### config.mk
export PLATFORM = sky130hd
export DESIGN_NAME = ebra_core
export DESIGN_NICKNAME = d
export VERILOG_FILES = /design/src/rtl/ebra_pkg.sv /design/src/rtl/ebra_core.sv /design/src/rtl/ebra_sync.sv
export VERILOG_INCLUDE_DIRS = /design/src /design/src/rtl
export SDC_FILE = /design/constraint.sdc
export NUM_CORES = 1
export LEC_CHECK = 0
export BUFFER_PORTS_ARGS = -buffer_cell sky130_fd_sc_hd__buf_2
export CAP_MARGIN = 20
export CORE_MARGIN = 10
export CORE_UTILIZATION = 44
export DETAILED_ROUTE_END_ITERATION = 6
export GPL_ROUTABILITY_DRIVEN = 0
export PLACE_DENSITY = 0.76
export SLEW_MARGIN = 10
export SYNTH_ARGS = -nofsm -noshare
export SYNTH_HDL_FRONTEND = slang
export SYNTH_HIERARCHICAL = 1
export SYNTH_SLANG_ARGS = --single-unit
### constraint.sdc
create_clock -name clock -period 4 [get_ports clock]
set_clock_uncertainty 0.05 [all_clocks]
set_input_delay 0.6 -clock clock [delete_from_list [all_inputs] [get_ports clock]]
set_output_delay 0.6 -clock clock [all_outputs]
set_load 0.1 [all_outputs]
### src/rtl/ebra_map.svh
/*
 * Constants for the external bus ready and hold arbitration block.
 * Assumes inclusion by its bare name from the package and the modules.
 */
`ifndef EBRA_MAP_SVH
`define EBRA_MAP_SVH

// ----------------------------------------
// Widths and timing
// ----------------------------------------
`define EBRA_WAIT_W        4
`define EBRA_CS_W          5
`define EBRA_ADDR_W        24
`define EBRA_DATA_W        16
`define EBRA_CLK_MHZ       25
// Clock output runs at half the core clock
`define EBRA_CLOCK_OUTPUT_DIV    2
// Gap before the next cycle, mux bus with tristate wait, in clock output cycles
`define EBRA_GAP_MUX_TRI   2
`define EBRA_SYNC_STAGES   2

`endif

### src/rtl/ebra_pkg.sv
/*
 * Types for the external bus ready and hold arbitration block.
 * Assumes the constants header sits beside it.
 */
`include "ebra_map.svh"

package ebra_pkg;

    // ----------------------------------------
    // Bus cycle phases, one phase per clock output cycle
    // ----------------------------------------
    typedef enum logic [3:0] {
        EBRA_IDLE    = 4'b0000,
        EBRA_ADDR    = 4'b0001,
        EBRA_RWDLY   = 4'b0010,
        EBRA_CMD     = 4'b0011,
        EBRA_MCWAIT  = 4'b0100,
        EBRA_READY   = 4'b0101,
        EBRA_MUXWAIT = 4'b0110,
        EBRA_TRIWAIT = 4'b0111,
        EBRA_HELD    = 4'b1000
    } ebra_state_t;

endpackage

### src/rtl/ebra_core.sv
/*
 * External bus cycle sequencer with ready wait states and hold arbitration.
 * Assumes one core clock; ready and hold pins are asynchronous and are
 * synchronised here. Chip select outputs have external pull-ups.
 */
`timescale 1ns/1ps
`include "ebra_map.svh"

module ebra_core
    import ebra_pkg::*;
#(
    parameter int WAIT_W = `EBRA_WAIT_W,
    parameter int CS_W   = `EBRA_CS_W,
    parameter int ADDR_W = `EBRA_ADDR_W,
    parameter int DATA_W = `EBRA_DATA_W
) (
    input  wire logic              clock,
    input  wire logic              rst,
    input  wire logic              cycle_req,
    input  wire logic              cycle_write,
    input  wire logic [ADDR_W-1:0] cycle_addr,
    input  wire logic [DATA_W-1:0] cycle_wdata,
    input  wire logic [CS_W-1:0]   cycle_cs_sel,
    input  wire logic [WAIT_W-1:0] memory_cycle_wait_count,
    input  wire logic              rw_delay_enable,
    input  wire logic              multiplexed_mode,
    input  wire logic              tristate_wait_enable,
    input  wire logic              need_bus,
    input  wire logic              ready_n,
    input  wire logic              hold_n,
    input  wire logic [DATA_W-1:0] data_in,
    output logic                   cycle_ack,
    output logic [DATA_W-1:0]      cycle_rdata,
    output logic                   bus_busy,
    output logic                   clock_output,
    output logic [ADDR_W-1:0]      addr_out,
    output logic                   addr_oe_n,
    output logic [DATA_W-1:0]      data_out,
    output logic                   data_oe_n,
    output logic                   rd_n,
    output logic                   wr_n,
    output logic                   strobe_oe_n,
    output logic [CS_W-1:0]        chip_select_n,
    output logic [CS_W-1:0]        chip_select_oe_n,
    output logic                   hold_grant_n,
    output logic                   bus_request_n
);

    initial begin
        if (WAIT_W < 1 || WAIT_W > 8 || CS_W < 1 || ADDR_W < 1 || DATA_W < 1) begin
            $error("ebra_core parameter out of range");
        end
    end

    // ----------------------------------------
    // Pin synchronisers
    // ----------------------------------------
    logic ready_n_s;
    logic hold_n_s;

    ebra_sync #(.STAGES(`EBRA_SYNC_STAGES)) u_ready_sync (
        .clock       (clock),
        .rst         (rst),
        .async_in    (ready_n),
        .reset_value (1'b1),
        .sync_out    (ready_n_s)
    );

    ebra_sync #(.STAGES(`EBRA_SYNC_STAGES)) u_hold_sync (
        .clock       (clock),
        .rst         (rst),
        .async_in    (hold_n),
        .reset_value (1'b1),
        .sync_out    (hold_n_s)
    );

    // ----------------------------------------
    // Clock output and phase
    // ----------------------------------------
    // Sequencer steps once per clock output period, on the rising half
    logic phase_ff;
    logic nxt_phase;
    logic step;

    always_comb begin
        nxt_phase = ~phase_ff;
    end

    always_ff @(posedge clock) begin
        if (rst) begin
            phase_ff <= 1'b0;
        end else begin
            phase_ff <= nxt_phase;
        end
    end

    assign step         = phase_ff;
    assign clock_output = phase_ff;

    // ----------------------------------------
    // Cycle sequencer
    // ----------------------------------------
    ebra_state_t             state_ff;
    ebra_state_t             nxt_state;
    logic [WAIT_W-1:0]       wait_ff;
    logic [WAIT_W-1:0]       nxt_wait;
    logic                    write_ff;
    logic                    nxt_write;
    logic [ADDR_W-1:0]       addr_ff;
    logic [ADDR_W-1:0]       nxt_addr;
    logic [DATA_W-1:0]       wdata_ff;
    logic [DATA_W-1:0]       nxt_wdata;
    logic [DATA_W-1:0]       rdata_ff;
    logic [DATA_W-1:0]       nxt_rdata;
    logic [CS_W-1:0]         cs_ff;
    logic [CS_W-1:0]         nxt_cs;
    logic                    ack_ff;
    logic                    nxt_ack;
    logic                    bus_request_n_ff;
    logic                    nxt_bus_request_n;
    logic                    regain_ff;
    logic                    nxt_regain;

    always_comb begin
        nxt_state  = state_ff;
        nxt_wait   = wait_ff;
        nxt_write  = write_ff;
        nxt_addr   = addr_ff;
        nxt_wdata  = wdata_ff;
        nxt_rdata  = rdata_ff;
        nxt_cs     = cs_ff;
        nxt_ack    = 1'b0;
        nxt_bus_request_n   = bus_request_n_ff;
        nxt_regain = 1'b0;
        if (step) begin
            case (state_ff)
                EBRA_IDLE: begin
                    if (!hold_n_s) begin
                        nxt_state = EBRA_HELD;
                    end else if (cycle_req) begin
                        nxt_state = EBRA_ADDR;
                        nxt_write = cycle_write;
                        nxt_addr  = cycle_addr;
                        nxt_wdata = cycle_wdata;
                        nxt_cs    = cycle_cs_sel;
                    end
                end
                EBRA_ADDR: begin
                    nxt_state = rw_delay_enable ? EBRA_RWDLY : EBRA_CMD;
                end
                EBRA_RWDLY: begin
                    nxt_state = EBRA_CMD;
                end
                EBRA_CMD: begin
                    nxt_wait  = memory_cycle_wait_count;
                    nxt_state = (memory_cycle_wait_count != '0) ? EBRA_MCWAIT : EBRA_READY;
                end
                EBRA_MCWAIT: begin
                    nxt_wait = wait_ff - 1'b1;
                    if (wait_ff == {{(WAIT_W-1){1'b0}}, 1'b1}) begin
                        nxt_state = EBRA_READY;
                    end
                end
                EBRA_READY: begin
                    if (!ready_n_s) begin
                        nxt_rdata = write_ff ? rdata_ff : data_in;
                        nxt_ack   = 1'b1;
                        if (multiplexed_mode) begin
                            nxt_state = EBRA_MUXWAIT;
                        end else if (tristate_wait_enable) begin
                            nxt_state = EBRA_TRIWAIT;
                        end else begin
                            nxt_state = EBRA_IDLE;
                        end
                    end
                end
                EBRA_MUXWAIT: begin
                    // Second gap cycle with tristate wait
                    nxt_state = tristate_wait_enable ? EBRA_TRIWAIT : EBRA_IDLE;
                end
                EBRA_TRIWAIT: begin
                    // New cycle only after trailing waits
                    nxt_state = EBRA_IDLE;
                end
                EBRA_HELD: begin
                    nxt_bus_request_n = need_bus ? 1'b1 : bus_request_n_ff;
                    if (hold_n_s) begin
                        nxt_state  = EBRA_IDLE;
                        nxt_bus_request_n   = 1'b0;
                        nxt_regain = 1'b1;
                    end
                end
                default: begin
                    nxt_state = EBRA_IDLE;
                end
            endcase
        end
        if (state_ff != EBRA_HELD) begin
            nxt_bus_request_n = 1'b0;
        end
    end

    always_ff @(posedge clock) begin
        if (rst) begin
            state_ff  <= EBRA_IDLE;
            wait_ff   <= '0;
            write_ff  <= 1'b0;
            addr_ff   <= '0;
            wdata_ff  <= '0;
            rdata_ff  <= '0;
            cs_ff     <= '0;
            ack_ff    <= 1'b0;
            bus_request_n_ff   <= 1'b0;
            regain_ff <= 1'b0;
        end else begin
            state_ff  <= nxt_state;
            wait_ff   <= nxt_wait;
            write_ff  <= nxt_write;
            addr_ff   <= nxt_addr;
            wdata_ff  <= nxt_wdata;
            rdata_ff  <= nxt_rdata;
            cs_ff     <= nxt_cs;
            ack_ff    <= nxt_ack;
            bus_request_n_ff   <= nxt_bus_request_n;
            regain_ff <= nxt_regain;
        end
    end

    // ----------------------------------------
    // Pin drive
    // ----------------------------------------
    logic in_cycle;
    logic cmd_on;
    logic held;

    assign held     = (state_ff == EBRA_HELD);
    assign in_cycle = (state_ff == EBRA_ADDR) || (state_ff == EBRA_RWDLY) || (state_ff == EBRA_CMD)
                   || (state_ff == EBRA_MCWAIT) || (state_ff == EBRA_READY);
    // Strobe low from command phase on
    assign cmd_on   = (state_ff == EBRA_CMD) || (state_ff == EBRA_MCWAIT) || (state_ff == EBRA_READY);

    assign addr_oe_n   = held;
    assign strobe_oe_n = held;
    assign data_oe_n   = held | ~(in_cycle & write_ff);
    assign addr_out    = addr_ff;
    assign data_out    = wdata_ff;
    assign rd_n        = ~(cmd_on & ~write_ff);
    assign wr_n        = ~(cmd_on & write_ff);

    assign chip_select_oe_n = {CS_W{held}};
    assign chip_select_n    = held ? {CS_W{1'b1}} : ~(cs_ff & {CS_W{in_cycle}});

    // Grant low while held, dropped with regain
    assign hold_grant_n  = ~held;
    assign bus_request_n = ~(bus_request_n_ff & held);

    assign cycle_ack   = ack_ff;
    assign cycle_rdata = rdata_ff;
    assign bus_busy    = (state_ff != EBRA_IDLE);

    // ----------------------------------------
    // Checks
    // ----------------------------------------
    property p_bus_request_n_needs_grant;
        @(posedge clock) disable iff (rst) !bus_request_n |-> !hold_grant_n;
    endproperty
    a_bus_request_n_needs_grant: assert property (p_bus_request_n_needs_grant) else $error("bus request without grant");

    property p_grant_floats;
        @(posedge clock) disable iff (rst) !hold_grant_n |-> (addr_oe_n && strobe_oe_n && &chip_select_oe_n);
    endproperty
    a_grant_floats: assert property (p_grant_floats) else $error("bus driven while granted");

    property p_cs_released;
        @(posedge clock) disable iff (rst) !hold_grant_n |-> &chip_select_n;
    endproperty
    a_cs_released: assert property (p_cs_released) else $error("chip select active while released");

    property p_no_grant_mid_cycle;
        @(posedge clock) disable iff (rst) in_cycle |=> hold_grant_n;
    endproperty
    a_no_grant_mid_cycle: assert property (p_no_grant_mid_cycle) else $error("grant during cycle");

    property p_regain_on_hold;
        @(posedge clock) disable iff (rst) $rose(hold_grant_n) |-> $past(hold_n_s);
    endproperty
    a_regain_on_hold: assert property (p_regain_on_hold) else $error("regain without hold release");

    property p_ready_wait;
        @(posedge clock) disable iff (rst) (state_ff == EBRA_READY && step && ready_n_s) |=> state_ff == EBRA_READY;
    endproperty
    a_ready_wait: assert property (p_ready_wait) else $error("ready high did not wait");

    property p_ready_end;
        @(posedge clock) disable iff (rst) (state_ff == EBRA_READY && step && !ready_n_s) |=> cycle_ack;
    endproperty
    a_ready_end: assert property (p_ready_end) else $error("ready low did not end cycle");

    property p_rw_delay;
        @(posedge clock) disable iff (rst)
            (state_ff == EBRA_ADDR && step && rw_delay_enable) |=> rd_n && wr_n ##2 (state_ff == EBRA_CMD);
    endproperty
    a_rw_delay: assert property (p_rw_delay) else $error("command delay wrong");

    property p_mux_gap;
        @(posedge clock) disable iff (rst)
            (state_ff == EBRA_MUXWAIT && tristate_wait_enable && step) |=> state_ff == EBRA_TRIWAIT [*2];
    endproperty
    a_mux_gap: assert property (p_mux_gap) else $error("tristate wait missing");

    property p_trailing;
        @(posedge clock) disable iff (rst) (state_ff == EBRA_MUXWAIT) |-> chip_select_n == {CS_W{1'b1}};
    endproperty
    a_trailing: assert property (p_trailing) else $error("cycle during trailing wait");

endmodule

### src/rtl/ebra_sync.sv
/*
 * Multi stage synchroniser for one level.
 * Assumes the input is asynchronous to clock; only the last stage is read.
 */
`timescale 1ns/1ps

module ebra_sync #(
    parameter int STAGES = 2
) (
    input  wire logic clock,
    input  wire logic rst,
    input  wire logic async_in,
    input  wire logic reset_value,
    output logic      sync_out
);
    logic [STAGES-1:0] chain_ff;
    logic [STAGES-1:0] nxt_chain;
    logic [STAGES-1:0] rst_chain;

    initial begin
        if (STAGES < 2) begin
            $error("ebra_sync needs at least two stages");
        end
    end

    always_comb begin
        nxt_chain = {chain_ff[STAGES-2:0], async_in};
    end

    // Reset value is a tie-off constant at the instance
    assign rst_chain = {STAGES{reset_value}};

    always_ff @(posedge clock) begin
        if (rst) begin
            chain_ff <= rst_chain;
        end else begin
            chain_ff <= nxt_chain;
        end
    end

    assign sync_out = chain_ff[STAGES-1];
endmodule

### After elaboration in Yosys (flattened, before gate mapping)

Cells that the tools add are included.

* output and inout port bits: 76
* word-level logic and storage cells: 75
* input bits: 75
* register bits: 77

* equality and inequality tests: 13
* reduce and logical (&&, ||, !) cells: 18
* mux-type cells: 15
* bitwise logic cells: 16
* add/subtract/negate cells: 1

Operator list (count)
* 4-bit case mux with 8 select lines: 1
* 4-bit 2-to-1 mux: 5
* 4-bit by 3-bit equality test with 1-bit output (second input constant): 3
* 1-bit NOT: 9
* 4-bit by 1-bit equality test with 1-bit output (second input constant): 2
* 4-bit by 2-bit equality test with 1-bit output (second input constant): 2
* 4-bit case mux with 2 select lines: 1
* 4-bit AND reduction: 2
* 4-bit nonzero test: 2
* 1-bit logical OR: 6
* 3-bit 2-to-1 mux: 2
* 5-bit bitwise AND: 1
* 1-bit 2-to-1 mux: 5
* 5-bit 2-to-1 mux: 1
* 5-bit NOT: 1
* 5-bit AND reduction: 1
* 1-bit bitwise AND: 4
* 4-bit equality test (second input constant): 1
* 4-bit logical NOT: 1
* 2-bit inequality test (second input constant): 2
* 4-bit inequality test (second input constant): 1
* 2-bit nonzero test: 2
* 4-bit by 1-bit subtractor with 4-bit output (second input constant): 1
* 3-bit inequality test (second input constant): 1
* other kinds (6): 6

### Logic depth before layout (Yosys ltp)

Gate-level depths: netlist of the first run.

* word-level depth: 8
* mapped depth: 8
* mapped depth without buffers: 6

### Cells and area by module

Netlist of the first run, hierarchy kept.

By module, submodules not included
* ebra_core: cells each 374, sequential area each 1461.4 um^2, area each 3072.9 um^2, times used 1
* ebra_sync: cells each 4, sequential area each 40.0 um^2, area each 62.6 um^2, times used 2

### Worst setup path before layout of the first run

Ideal clock, no wire load.

* path type: reg2out
* from: reg state_ff[1]
* to: out bus_request_n
* required time: 3.350 ns
* stages on the path, launching flop included: 7
* buffers on the path: 2
* data arrival time: 3.265 ns
* slack: 0.085 ns
* cells stage by stage: dfxtp_1 > buf_2 > clkbuf_1 > nor3_1 > nand2_1 > inv_1 > nand2_1

* longest elaborated chain between the ends: 3

Ends and longest elaborated chain
* from (decl): RTL line ebra_core.sv:103 `ebra_state_t state_ff;`
* from (signal assigned): RTL line ebra_core.sv:216 `state_ff <= nxt_state;`
* 4-bit equality test: RTL line ebra_core.sv:236 `assign held = (state_ff == EBRA_HELD);`
* net addr_oe_n: RTL line ebra_core.sv:37 `output logic addr_oe_n,`
* 1-bit bitwise AND: RTL line ebra_core.sv:255 `assign bus_request_n = ~(bus_request_n_ff & held);`
* 1-bit NOT: RTL line ebra_core.sv:255
* to (decl): RTL line ebra_core.sv:46 `output logic bus_request_n`

The timed path passes the listed nets, and every way through them passes these cells.

### Worst setup path after layout of the first run

* from: reg state_ff[1]
* to: out chip_select_n[2]

* longest elaborated chain between the ends: 8
* elaborated cells on any way between the ends: 13
* classes of those cells: 6 x eq/ne; 1 x mux; 2 x bitwise; 4 x reduce/logical

Ends and longest elaborated chain
* 4-bit by 1-bit equality test with 1-bit output / 4-bit by 2-bit equality test with 1-bit output (equally long branches): RTL line ebra_core.sv:237 `assign in_cycle = (state_ff == EBRA_ADDR) || (state_ff == EBRA_RWDLY) || (state_ff == EBRA_CMD)`
* 1-bit logical OR (2 in series): RTL line ebra_core.sv:237
* 1-bit logical OR (2 in series): RTL line ebra_core.sv:238 `|| (state_ff == EBRA_MCWAIT) || (state_ff == EBRA_READY);`
* 5-bit bitwise AND: RTL line ebra_core.sv:251 `assign chip_select_n = held ? {CS_W{1'b1}} : ~(cs_ff & {CS_W{in_cycle}});`
* 5-bit NOT: RTL line ebra_core.sv:251
* 5-bit 2-to-1 mux (*): RTL line ebra_core.sv:251
* to (decl): RTL line ebra_core.sv:43 `output logic [CS_W-1:0] chip_select_n,`

Mark *: on every way between the ends. The rest lies on a longest branch, timed or not.

==> results of run 1 <==
-- state kept, by name, summed over array words and instances, names as in the netlist --
name / cells
u_hold_sync/chain_ff: 2
addr_out: 24
cycle_ack: 1
cs_ff: 5
data_out: 16
bus_request_n_ff: 1
write_ff: 1
wait_ff: 4
u_ready_sync/chain_ff: 2
cycle_rdata: 16
clock_output: 1
state_ff: 4
-- synthesized netlist by cell type (all sizes together), types with 2 or more instances --
cell type,n
nand3,4
mux2,5
nor2,25
dfxtp,77
nor3,3
nand2b,5
mux2i,16
o21ai,10
ha,2
nor4bb,2
nand2,103
clkbuf,12
o21a,2
buf,21
a211oi,4
nor2b,3
a21oi,56
o2bb2ai,2
nor3b,3
o41ai,2
nor4,2
inv,6
-- through the flow --
stage	utilization (%)	hold WS, ns	total power, mW	instances	cell area (um^2)
2_1_floorplan	-	0.384	1.07	385	3210
3_3_place_gp	54.5	0.388	1.13	604	3910
3_5_place_dp	54.5	0.393	1.13	604	3910
4_1_cts	57.0	0.405	1.67	620	4090
5_1_grt	57.0	0.414	1.73	620	4090
6_report	57.0	0.404	1.65	620	4090
-- routing by layer --
metal / global-route usage (%) / wire length [um] / vias to the layer above
li1: - / - / 1539
met2: 24.5 / 4070 / 116
met5: 0 / 0 / -
met1: 18.3 / 3920 / 1351
met4: 5.00 / 69 / 0
met3: 6.88 / 860 / 6
-- power by group --
part	switching, mW	internal, mW	leakage (nW)
combinational	0.236	0.0682	1.05
clock	0.302	0.234	0.0923
sequential	0.0206	0.787	0.624
total	0.559	1.09	1.76
-- final cells by class --
| class | instances | area share (%) |
|---|---|---|
| inverters | 6 | 0.551 |
| clock buffers | 9 | 3.03 |
| well taps | 99 | 3.03 |
| multi-input cells | 269 | 35.4 |
| repair buffers | 153 | 18.9 |
| flip-flops and latches | 77 | 37.7 |
| clock inverters | 7 | 1.35 |
-- placed cells by master (no fill, tap or decap), drive strengths merged, types with 3 or more instances in the layout --
| cell | count |
|---|---|
| nor3 | 3 |
| mux2i | 16 |
| conb | 4 |
| inv | 10 |
| nand3 | 4 |
| o21ai | 10 |
| nor2b | 3 |
| nor2 | 25 |
| dfxtp | 77 |
| mux2 | 5 |
| a21oi | 56 |
| clkbuf | 9 |
| nand2b | 5 |
| buf | 153 |
| nor3b | 3 |
| nand2 | 103 |
| a211oi | 4 |
-- critical path: cells and delay by family (launching register included) --
| family | cells | cell delay, ns |
|---|---|---|
| flip-flops | 1 | 0.67 |
| buffers and inverters | 1 | 0.33 |
| AND/OR/NAND/NOR | 2 | 0.31 |
| AO/OA/AOI/OAI | 1 | 0.77 |
-- logic make-up (layout without fill, tap and decap cells) --
| group | Yosys count | after routing | share of synthesized area [%] |
|---|---|---|---|
| mux | 21 | 21 | 6.77 |
| fa+ha+maj | 2 | 2 | 0.782 |
| buf+inv | 39 | 175 | 7.32 |
| simple gates | 159 | 159 | 22.0 |
| compound gates | 82 | 82 | 14.6 |
| xor+xnor | 1 | 1 | 0.274 |
| flops | 77 | 77 | 48.2 |
| other cells | 1 | 4 | 0.117 |
-- worst max path at each step --
| stage | start | end | slack (ns) | depth (start not counted) |
|---|---|---|---|---|
| 3_5_place_dp | state_ff[1] | chip_select_n[2] | 1.29 | 4 |
| 4_1_cts | state_ff[1] | chip_select_n[2] | 0.89 | 4 |
| 2_1_floorplan | state_ff[1] | bus_request_n | 0.08 | 6 |
| 5_1_grt | state_ff[1] | data_oe_n | 0.69 | 4 |
| 6_report | state_ff[1] | chip_select_n[2] | 0.94 | 4 |
| 3_3_place_gp | state_ff[1] | chip_select_n[4] | 1.39 | 4 |
==> results.yml, run 1 <==
floorplan:
  core_area_um2: 7180
  start_util_pct: 44.6
  dieWidth_um: 105
  boundaryPins: 151
  placementRows: 31
  dieArea_um2: 11100
  fp.dieH_um: 105
detailed_routing:
  wl_per_cell_um: 14.4
  wl_mm: 8.92
  drt_iter0_drc: 94
  dr.pass1.iters: 4
  postRouteAntennaNets: 0
  drc: 0
  vias_per_cell: 4.86
  vias: 3012
setup_path:
  cp.required_ns: 3.35
  path_max_fanout: 18
  cp-end-kind: "primary output"
  critPathArrivalTime_ns: 2.41
  crit_type: "reg -> out"
  worst-r2r-cell-count: 4
  cp-start-kind: "register"
  worstReg2RegStart: "state_ff[2]"
  ff2ff_setup_slack_ns: 1.57
  reg2reg_to: "data_out[15]"
  critPathMaxStageDelay_ns: 0.77
  slowest_stage: "a211oi_1"
  crit_path_cell_trace: "nor3_1 -> a211oi_1 -> nand2_1 -> buf_2"
worst_hold_path:
  hold_path.class: "reg -> reg"
  min_path_cells: 2
  min_to: "data_out[9]"
  hp-start: "data_out[9]"
clocking:
  clk_path_buf_depth: 2
  cts_tree: "yes"
  root_buffer: "clkbuf_8"
  clk_latency_ns: 0.33
  clk_pin_slew_ns: 0.09
  cts-htree-levels: 3
  cts_resized: 0
  postCtsSetupRepairBufs: 0
  cts_sinks: 77
  hold_buffers: 0
  cts-buffers-inserted: 9
finish:
  num-fill-cells: 666
  regArea_um2: 1540
  multi_input_comb_area_um2: 1450
  diodes: 0
  syn_to_final_growth_pct: 27.9
  drive_above_1_share_pct: 34.2
  nets: 593
logic_synthesis:
  synth_seq_cells: 77
  synthCells: 382
  synth.distinct_cells: 43
  async_flop_share_pct: 0
  synth_top_area_cell: "dfxtp_1"
  yosysSeqAreaShare_pct: 48.2
  ys_top_cells_by_area: "dfxtp_1 (48%), nand2_1 (12%), a21oi_1 (8.8%)"
  yosys_warnings: 6
  ys.flop_type: "dfxtp_1"
  synth-edff-count: 0
  synth_top_area_share_pct: 48.2
  syn_area_um2: 3200
  avgSynthCellArea_um2: 8.37
placement:
  io_buffers: 150
  pre_cts_ws_ns: 1.29
  dpl.hpwl_mm: 6.63
sta:
  slew_violations: 0
  fin_crit_ns: 3.06
  fmax_mhz: 326
  tightest_slew_ns: 0.987
  setup_tns_ns: 0
  hold_viol_final: 0
  period_share_pct: 76.6
  setup_ws_ns: 0.936
  setup_viol: 0
  slew_headroom_pct: 34.0
  rsz0062_at_grt: "no"
power_and_ir_drop:
  power.density_nw_per_um2: 403
  ir_worst_vdd_mv: 0.208
  p_leak_nw: 1.76
global_routing:
  track_usage_pct: 15.5
  antenna_found_initial: 0
  grt_overflow: 0
  grt_pass1_wl_mm: 14.4
  grt_max_degree: 49
  grt_pass1_vias: 2979
outcome:
  outcome: "finished clean"
run:
  maxCapViolations: 0
Power figures use the tool's default switching activity.
==> run 2, diff against run 1 <==
==> constraint.sdc (replaced) <==
create_clock -name clock -period 2.9 [get_ports clock]
set_clock_uncertainty 0.05 [all_clocks]
set_input_delay 0.435 -clock clock [delete_from_list [all_inputs] [get_ports clock]]
set_output_delay 0.435 -clock clock [all_outputs]
set_load 0.1 [all_outputs]
==> run 2 against run 1 <==
Sequential share of layout area fell by 0.57 points; worst setup slack got worse by 0.64 ns; non-clock buffer count rose by 3; wire length fell by 1.0%; via count fell by 0.20%; die area did not move; cell area rose by 1.5%; hold slack got worse by 0.12 ns; sequential cell count did not move; critical endpoint unchanged; highest routed layer unchanged.
==> results.yml, run 2 (synthesized netlist as in run 1, its figures left out) <==
setup_path:
  critPathArrivalTime_ns: 2.12
  worstReg2RegStart: "state_ff[2]"
  crit_type: "reg -> out"
  path_max_fanout: 17
  slowest_stage: "dfxtp_1"
  reg2reg_to: "addr_out[17]"
  cp-start-kind: "register"
  crit_path_cell_trace: "nor3_1 -> a211oi_2 -> nand2_1 -> buf_2"
  ff2ff_setup_slack_ns: 0.76
  cp.required_ns: 2.41
  critPathMaxStageDelay_ns: 0.64
  cp-end-kind: "primary output"
  worst-r2r-cell-count: 5
clocking:
  clk_latency_ns: 0.33
  cts_sinks: 77
  clk_path_buf_depth: 2
  cts-htree-levels: 3
  root_buffer: "clkbuf_8"
  cts-buffers-inserted: 9
  clk_pin_slew_ns: 0.08
  postCtsSetupRepairBufs: 0
  cts_tree: "yes"
floorplan:
  dieArea_um2: 11100
  boundaryPins: 151
  fp.dieH_um: 105
  start_util_pct: 44.6
  dieWidth_um: 105
  placementRows: 31
  core_area_um2: 7180
finish:
  finalInstanceArea_um2: 4150
  largest_reg_flops: 24
  nets: 596
  layout_commonest_cell: "buf_2"
  diodes: 0
  syn_to_final_growth_pct: 29.8
  utilization_pct: 57.9
  drive_above_1_share_pct: 35.1
  mostFrequentLayoutCells: "buf_2 (150), nand2_1 (101), dfxtp_1 (77)"
power_and_ir_drop:
  power.internal_mw: 1.61
  combPwrFrac_pct: 18.3
  power.density_nw_per_um2: 566
  pwr-share-clk_pct: 34.5
  seqPwrFrac_pct: 47.1
  ir_worst_vdd_mv: 0.386
  p_sw_mw: 0.743
  p_sw_share_pct: 31.6
  p_leak_nw: 1.79
sta:
  setup_tns_ns: 0
  rsz0062_at_grt: "no"
  period_share_pct: 89.7
  slew_violations: 0
  setup_ws_ns: 0.300
  hold_viol_final: 0
  fin_crit_ns: 2.60
  setup_viol: 0
  tightest_slew_ns: 0.612
  hold_slack_ns: 0.280
  fmax_mhz: 385
  slew_headroom_pct: 59.2
detailed_routing:
  vias_per_cell: 4.83
  dr.pass1.iters: 4
  wl_mm: 8.83
  postRouteAntennaNets: 0
  vias: 3006
  drc: 0
  drt_iter0_drc: 127
  wl_per_cell_um: 14.2
global_routing:
  grt_overflow: 0
  antenna_found_initial: 0
  grt_max_degree: 48
  grt_pass1_vias: 2976
  grt_pass1_wl_mm: 14.4
  track_usage_pct: 15.3
worst_hold_path:
  hp-start: "cycle_wdata[5]"
  min_to: "data_out[5]"
  min_path_cells: 3
  hold_path.class: "in -> reg"
placement:
  dpl.hpwl_mm: 6.57
  io_buffers: 150
  pre_cts_ws_ns: 0.290
  place_area_um2: 3950
outcome:
  outcome: "finished clean"
run:
  maxCapViolations: 0
run 2: cell types whose count changed in the layout (fill, tap and decap cells not counted), moves of 2 or more:
cell,delta
buf_4,+3
clkinvlp_4,+2
inv_6,-2
nand2_1,-2
run 2: worst max-delay path: cells and delay by family (launching register included):
kind / cells / cell delay [ns]
flops: 1 / 0.64
compound gates: 1 / 0.49
simple gates: 2 / 0.33
buf+inv: 1 / 0.31
run 2: worst max path at each step:
stage / startpoint / cells past startpoint / endpoint
final: state_ff[2] / 4 / chip_select_n[2]
after detailed placement: state_ff[2] / 4 / chip_select_n[2]
after global placement: state_ff[2] / 4 / chip_select_n[2]
after global routing: state_ff[2] / 4 / data_oe_n
after floorplan: state_ff[1] / 6 / bus_request_n
after CTS: state_ff[2] / 4 / chip_select_n[2]
run 2: through the flow:
| stage | total power, mW | std cells |
|---|---|---|
| after floorplan | 1.47 | 385 |
| after global placement | 1.56 | 607 |
| after detailed placement | 1.57 | 607 |
| after CTS | 2.38 | 623 |
| after global routing | 2.45 | 623 |
| final | 2.35 | 623 |
run 2: layout make-up:
class,count,area [um^2]
multi-input cells,269,1460
repair buffers,156,796
clock buffers,11,141
inverters,6,26.3
flip-flops and latches,77,1540
well taps,99,124
clock inverters,5,58.8
fillers,670,3020
run 2: power groups by stage:
stage / registers, mW / logic, mW / clock network, mW
finish: 1.11 / 0.431 / 0.811
global route: 1.11 / 0.457 / 0.884
CTS: 1.11 / 0.435 / 0.840
detailed placement: 1.13 / 0.433 / 0
global placement: 1.13 / 0.430 / 0
floorplan: 1.26 / 0.214 / 0
run 2: timing repair:
item / CTS / global route
endpoints found under the setup margin: 6 / 0
resized for setup: 1 / 0
hold buffers: 0 / 0
run 2: per-layer routing:
metal / global-route usage, % / wire length [um]
met5: 0 / 0
met4: 5.00 / 72
met3: 8.16 / 1030
met2: 23.3 / 4070
met1: 17.9 / 3660
==> run 3, diff against run 2 <==
--- a/config.mk
+++ b/config.mk
@@ -10,6 +10,7 @@
 export CAP_MARGIN = 20
 export CORE_MARGIN = 10
 export CORE_UTILIZATION = 44
+export CTS_BUF_LIST = sky130_fd_sc_hd__clkbuf_4 sky130_fd_sc_hd__clkbuf_8
 export DETAILED_ROUTE_END_ITERATION = 6
 export GPL_ROUTABILITY_DRIVEN = 0
 export PLACE_DENSITY = 0.76
==> run 3 against run 2 <==
Sequential power hardly changed; sequential cell count unchanged; critical path depth unchanged; cell area about the same; clock power rose by 2%; hold slack worse by 0.0010 ns; wire length fell by 0.27%; highest routed layer unchanged.
==> results.yml, run 3 (synthesized netlist as in run 1, its figures left out) <==
detailed_routing:
  dr.pass1.iters: 4
  met1_length_mm: 3.70
  vias: 2992
  wl_met2_mm: 4.03
  wl_mm: 8.81
  vias_per_cell: 4.80
  postRouteAntennaNets: 0
  drc: 0
  wl_met3_mm: 1.00
  drt_iter0_drc: 130
  wl_per_cell_um: 14.1
  top_layer_used: "met4"
finish:
  nets: 596
  layout_commonest_cell: "buf_2"
  utilization_pct: 57.9
  finalInstanceArea_um2: 4160
  layout.cells.non_filler: 623
  drive_above_1_share_pct: 35.3
  diodes: 0
  largest_reg_flops: 24
  syn_to_final_growth_pct: 29.9
  mostFrequentLayoutCells: "buf_2 (150), nand2_1 (101), dfxtp_1 (77)"
floorplan:
  dieArea_um2: 11100
  core_area_um2: 7180
  dieWidth_um: 105
  boundaryPins: 151
  start_util_pct: 44.6
  fp.dieH_um: 105
  placementRows: 31
setup_path:
  path_max_fanout: 17
  cp_top_family: "flip-flops"
  critPathMaxStageDelay_ns: 0.64
  slowest_stage: "dfxtp_1"
  crit_buf_inv: 1
  cp-start-kind: "register"
  critPathArrivalTime_ns: 2.12
  cp-end-kind: "primary output"
  cp.required_ns: 2.41
  crit_type: "reg -> out"
  crit_path_cell_trace: "nor3_1 -> a211oi_2 -> nand2_1 -> buf_2"
global_routing:
  grt_max_degree: 48
  antenna_found_initial: 0
  grt_overflow: 0
  track_usage_pct: 15.2
  grt_pass1_wl_mm: 14.3
  grt_pass1_vias: 2980
sta:
  setup_tns_ns: 0
  setup_ws_ns: 0.295
  rsz0062_at_grt: "no"
  setup_viol: 0
  slew_violations: 0
  hold_slack_ns: 0.279
  tightest_slew_ns: 0.627
  period_share_pct: 89.8
  hold_viol_final: 0
  fin_crit_ns: 2.60
  fmax_mhz: 384
  slew_headroom_pct: 58.2
outcome:
  outcome: "finished clean"
placement:
  dp_cells: 607
  place_area_um2: 3950
  io_buffers: 150
  dpl.hpwl_mm: 6.57
  pre_cts_ws_ns: 0.290
clocking:
  cts_sinks: 77
  cts-buffers-inserted: 9
  cts_tree: "yes"
  clk_latency_ns: 0.33
  cts_resized: 1
  hold_buffers: 0
  postCtsSetupRepairBufs: 0
  cts-htree-levels: 3
  clk_path_buf_depth: 2
  root_buffer: "clkbuf_8"
  clk_pin_slew_ns: 0.09
power_and_ir_drop:
  seqPwrFrac_pct: 46.9
  combPwrFrac_pct: 18.2
  pwr-share-clk_pct: 34.9
  p_sw_mw: 0.746
  p_sw_share_pct: 31.6
  power.internal_mw: 1.62
  p_total_mw: 2.36
  ir_worst_vdd_mv: 0.384
  p_leak_nw: 1.79
  power.density_nw_per_um2: 569
worst_hold_path:
  hold_path.class: "in -> reg"
run:
  maxCapViolations: 0
-- run 3: cell types whose count changed in the layout (fill, tap and decap cells not counted) --
cell,before,now
clkbuf_1,1,0
clkbuf_4,0,1
-- run 3: layer usage --
layer	vias up	global-route usage [%]
met3	7	8.16
met2	111	23.5
met1	1335	17.8
li1	1539	-
met5	-	0
met4	0	4.41
-- run 3: worst paths after layout --
kind / start / cells past startpoint / end / slack, ns
hold reg to reg: data_out[14] / 2 / data_out[14] / 0.40
hold / removal: cycle_addr[10] / 3 / addr_out[10] / 0.28
setup / recovery: state_ff[2] / 4 / chip_select_n[2] / 0.30
setup reg to reg: state_ff[2] / 5 / addr_out[17] / 0.76
-- run 3: worst min-delay path, delay by kind of cell --
family,cells,cell delay [ns]
buf+inv,1,0.09
simple gates,1,0.04
compound gates,1,0.05
-- run 3: power groups by stage --
stage               clock network, mW  logic, mW  registers [mW]
floorplan                           0      0.214            1.26
global placement                    0      0.430            1.13
detailed placement                  0      0.433            1.13
CTS                             0.849      0.435            1.11
global route                    0.894      0.457            1.11
finish                          0.824      0.431            1.11
-- run 3: final cells by class --
| type | instances | area, um^2 |
|---|---|---|
| Sequential cell | 77 | 1540 |
| Timing Repair Buffer | 156 | 796 |
| Clock buffer | 11 | 145 |
| Fill cell | 669 | 3020 |
| Tap cell | 99 | 124 |
| Inverter | 6 | 26.3 |
| Multi-Input combinational cell | 269 | 1460 |
| Clock inverter | 5 | 58.8 |
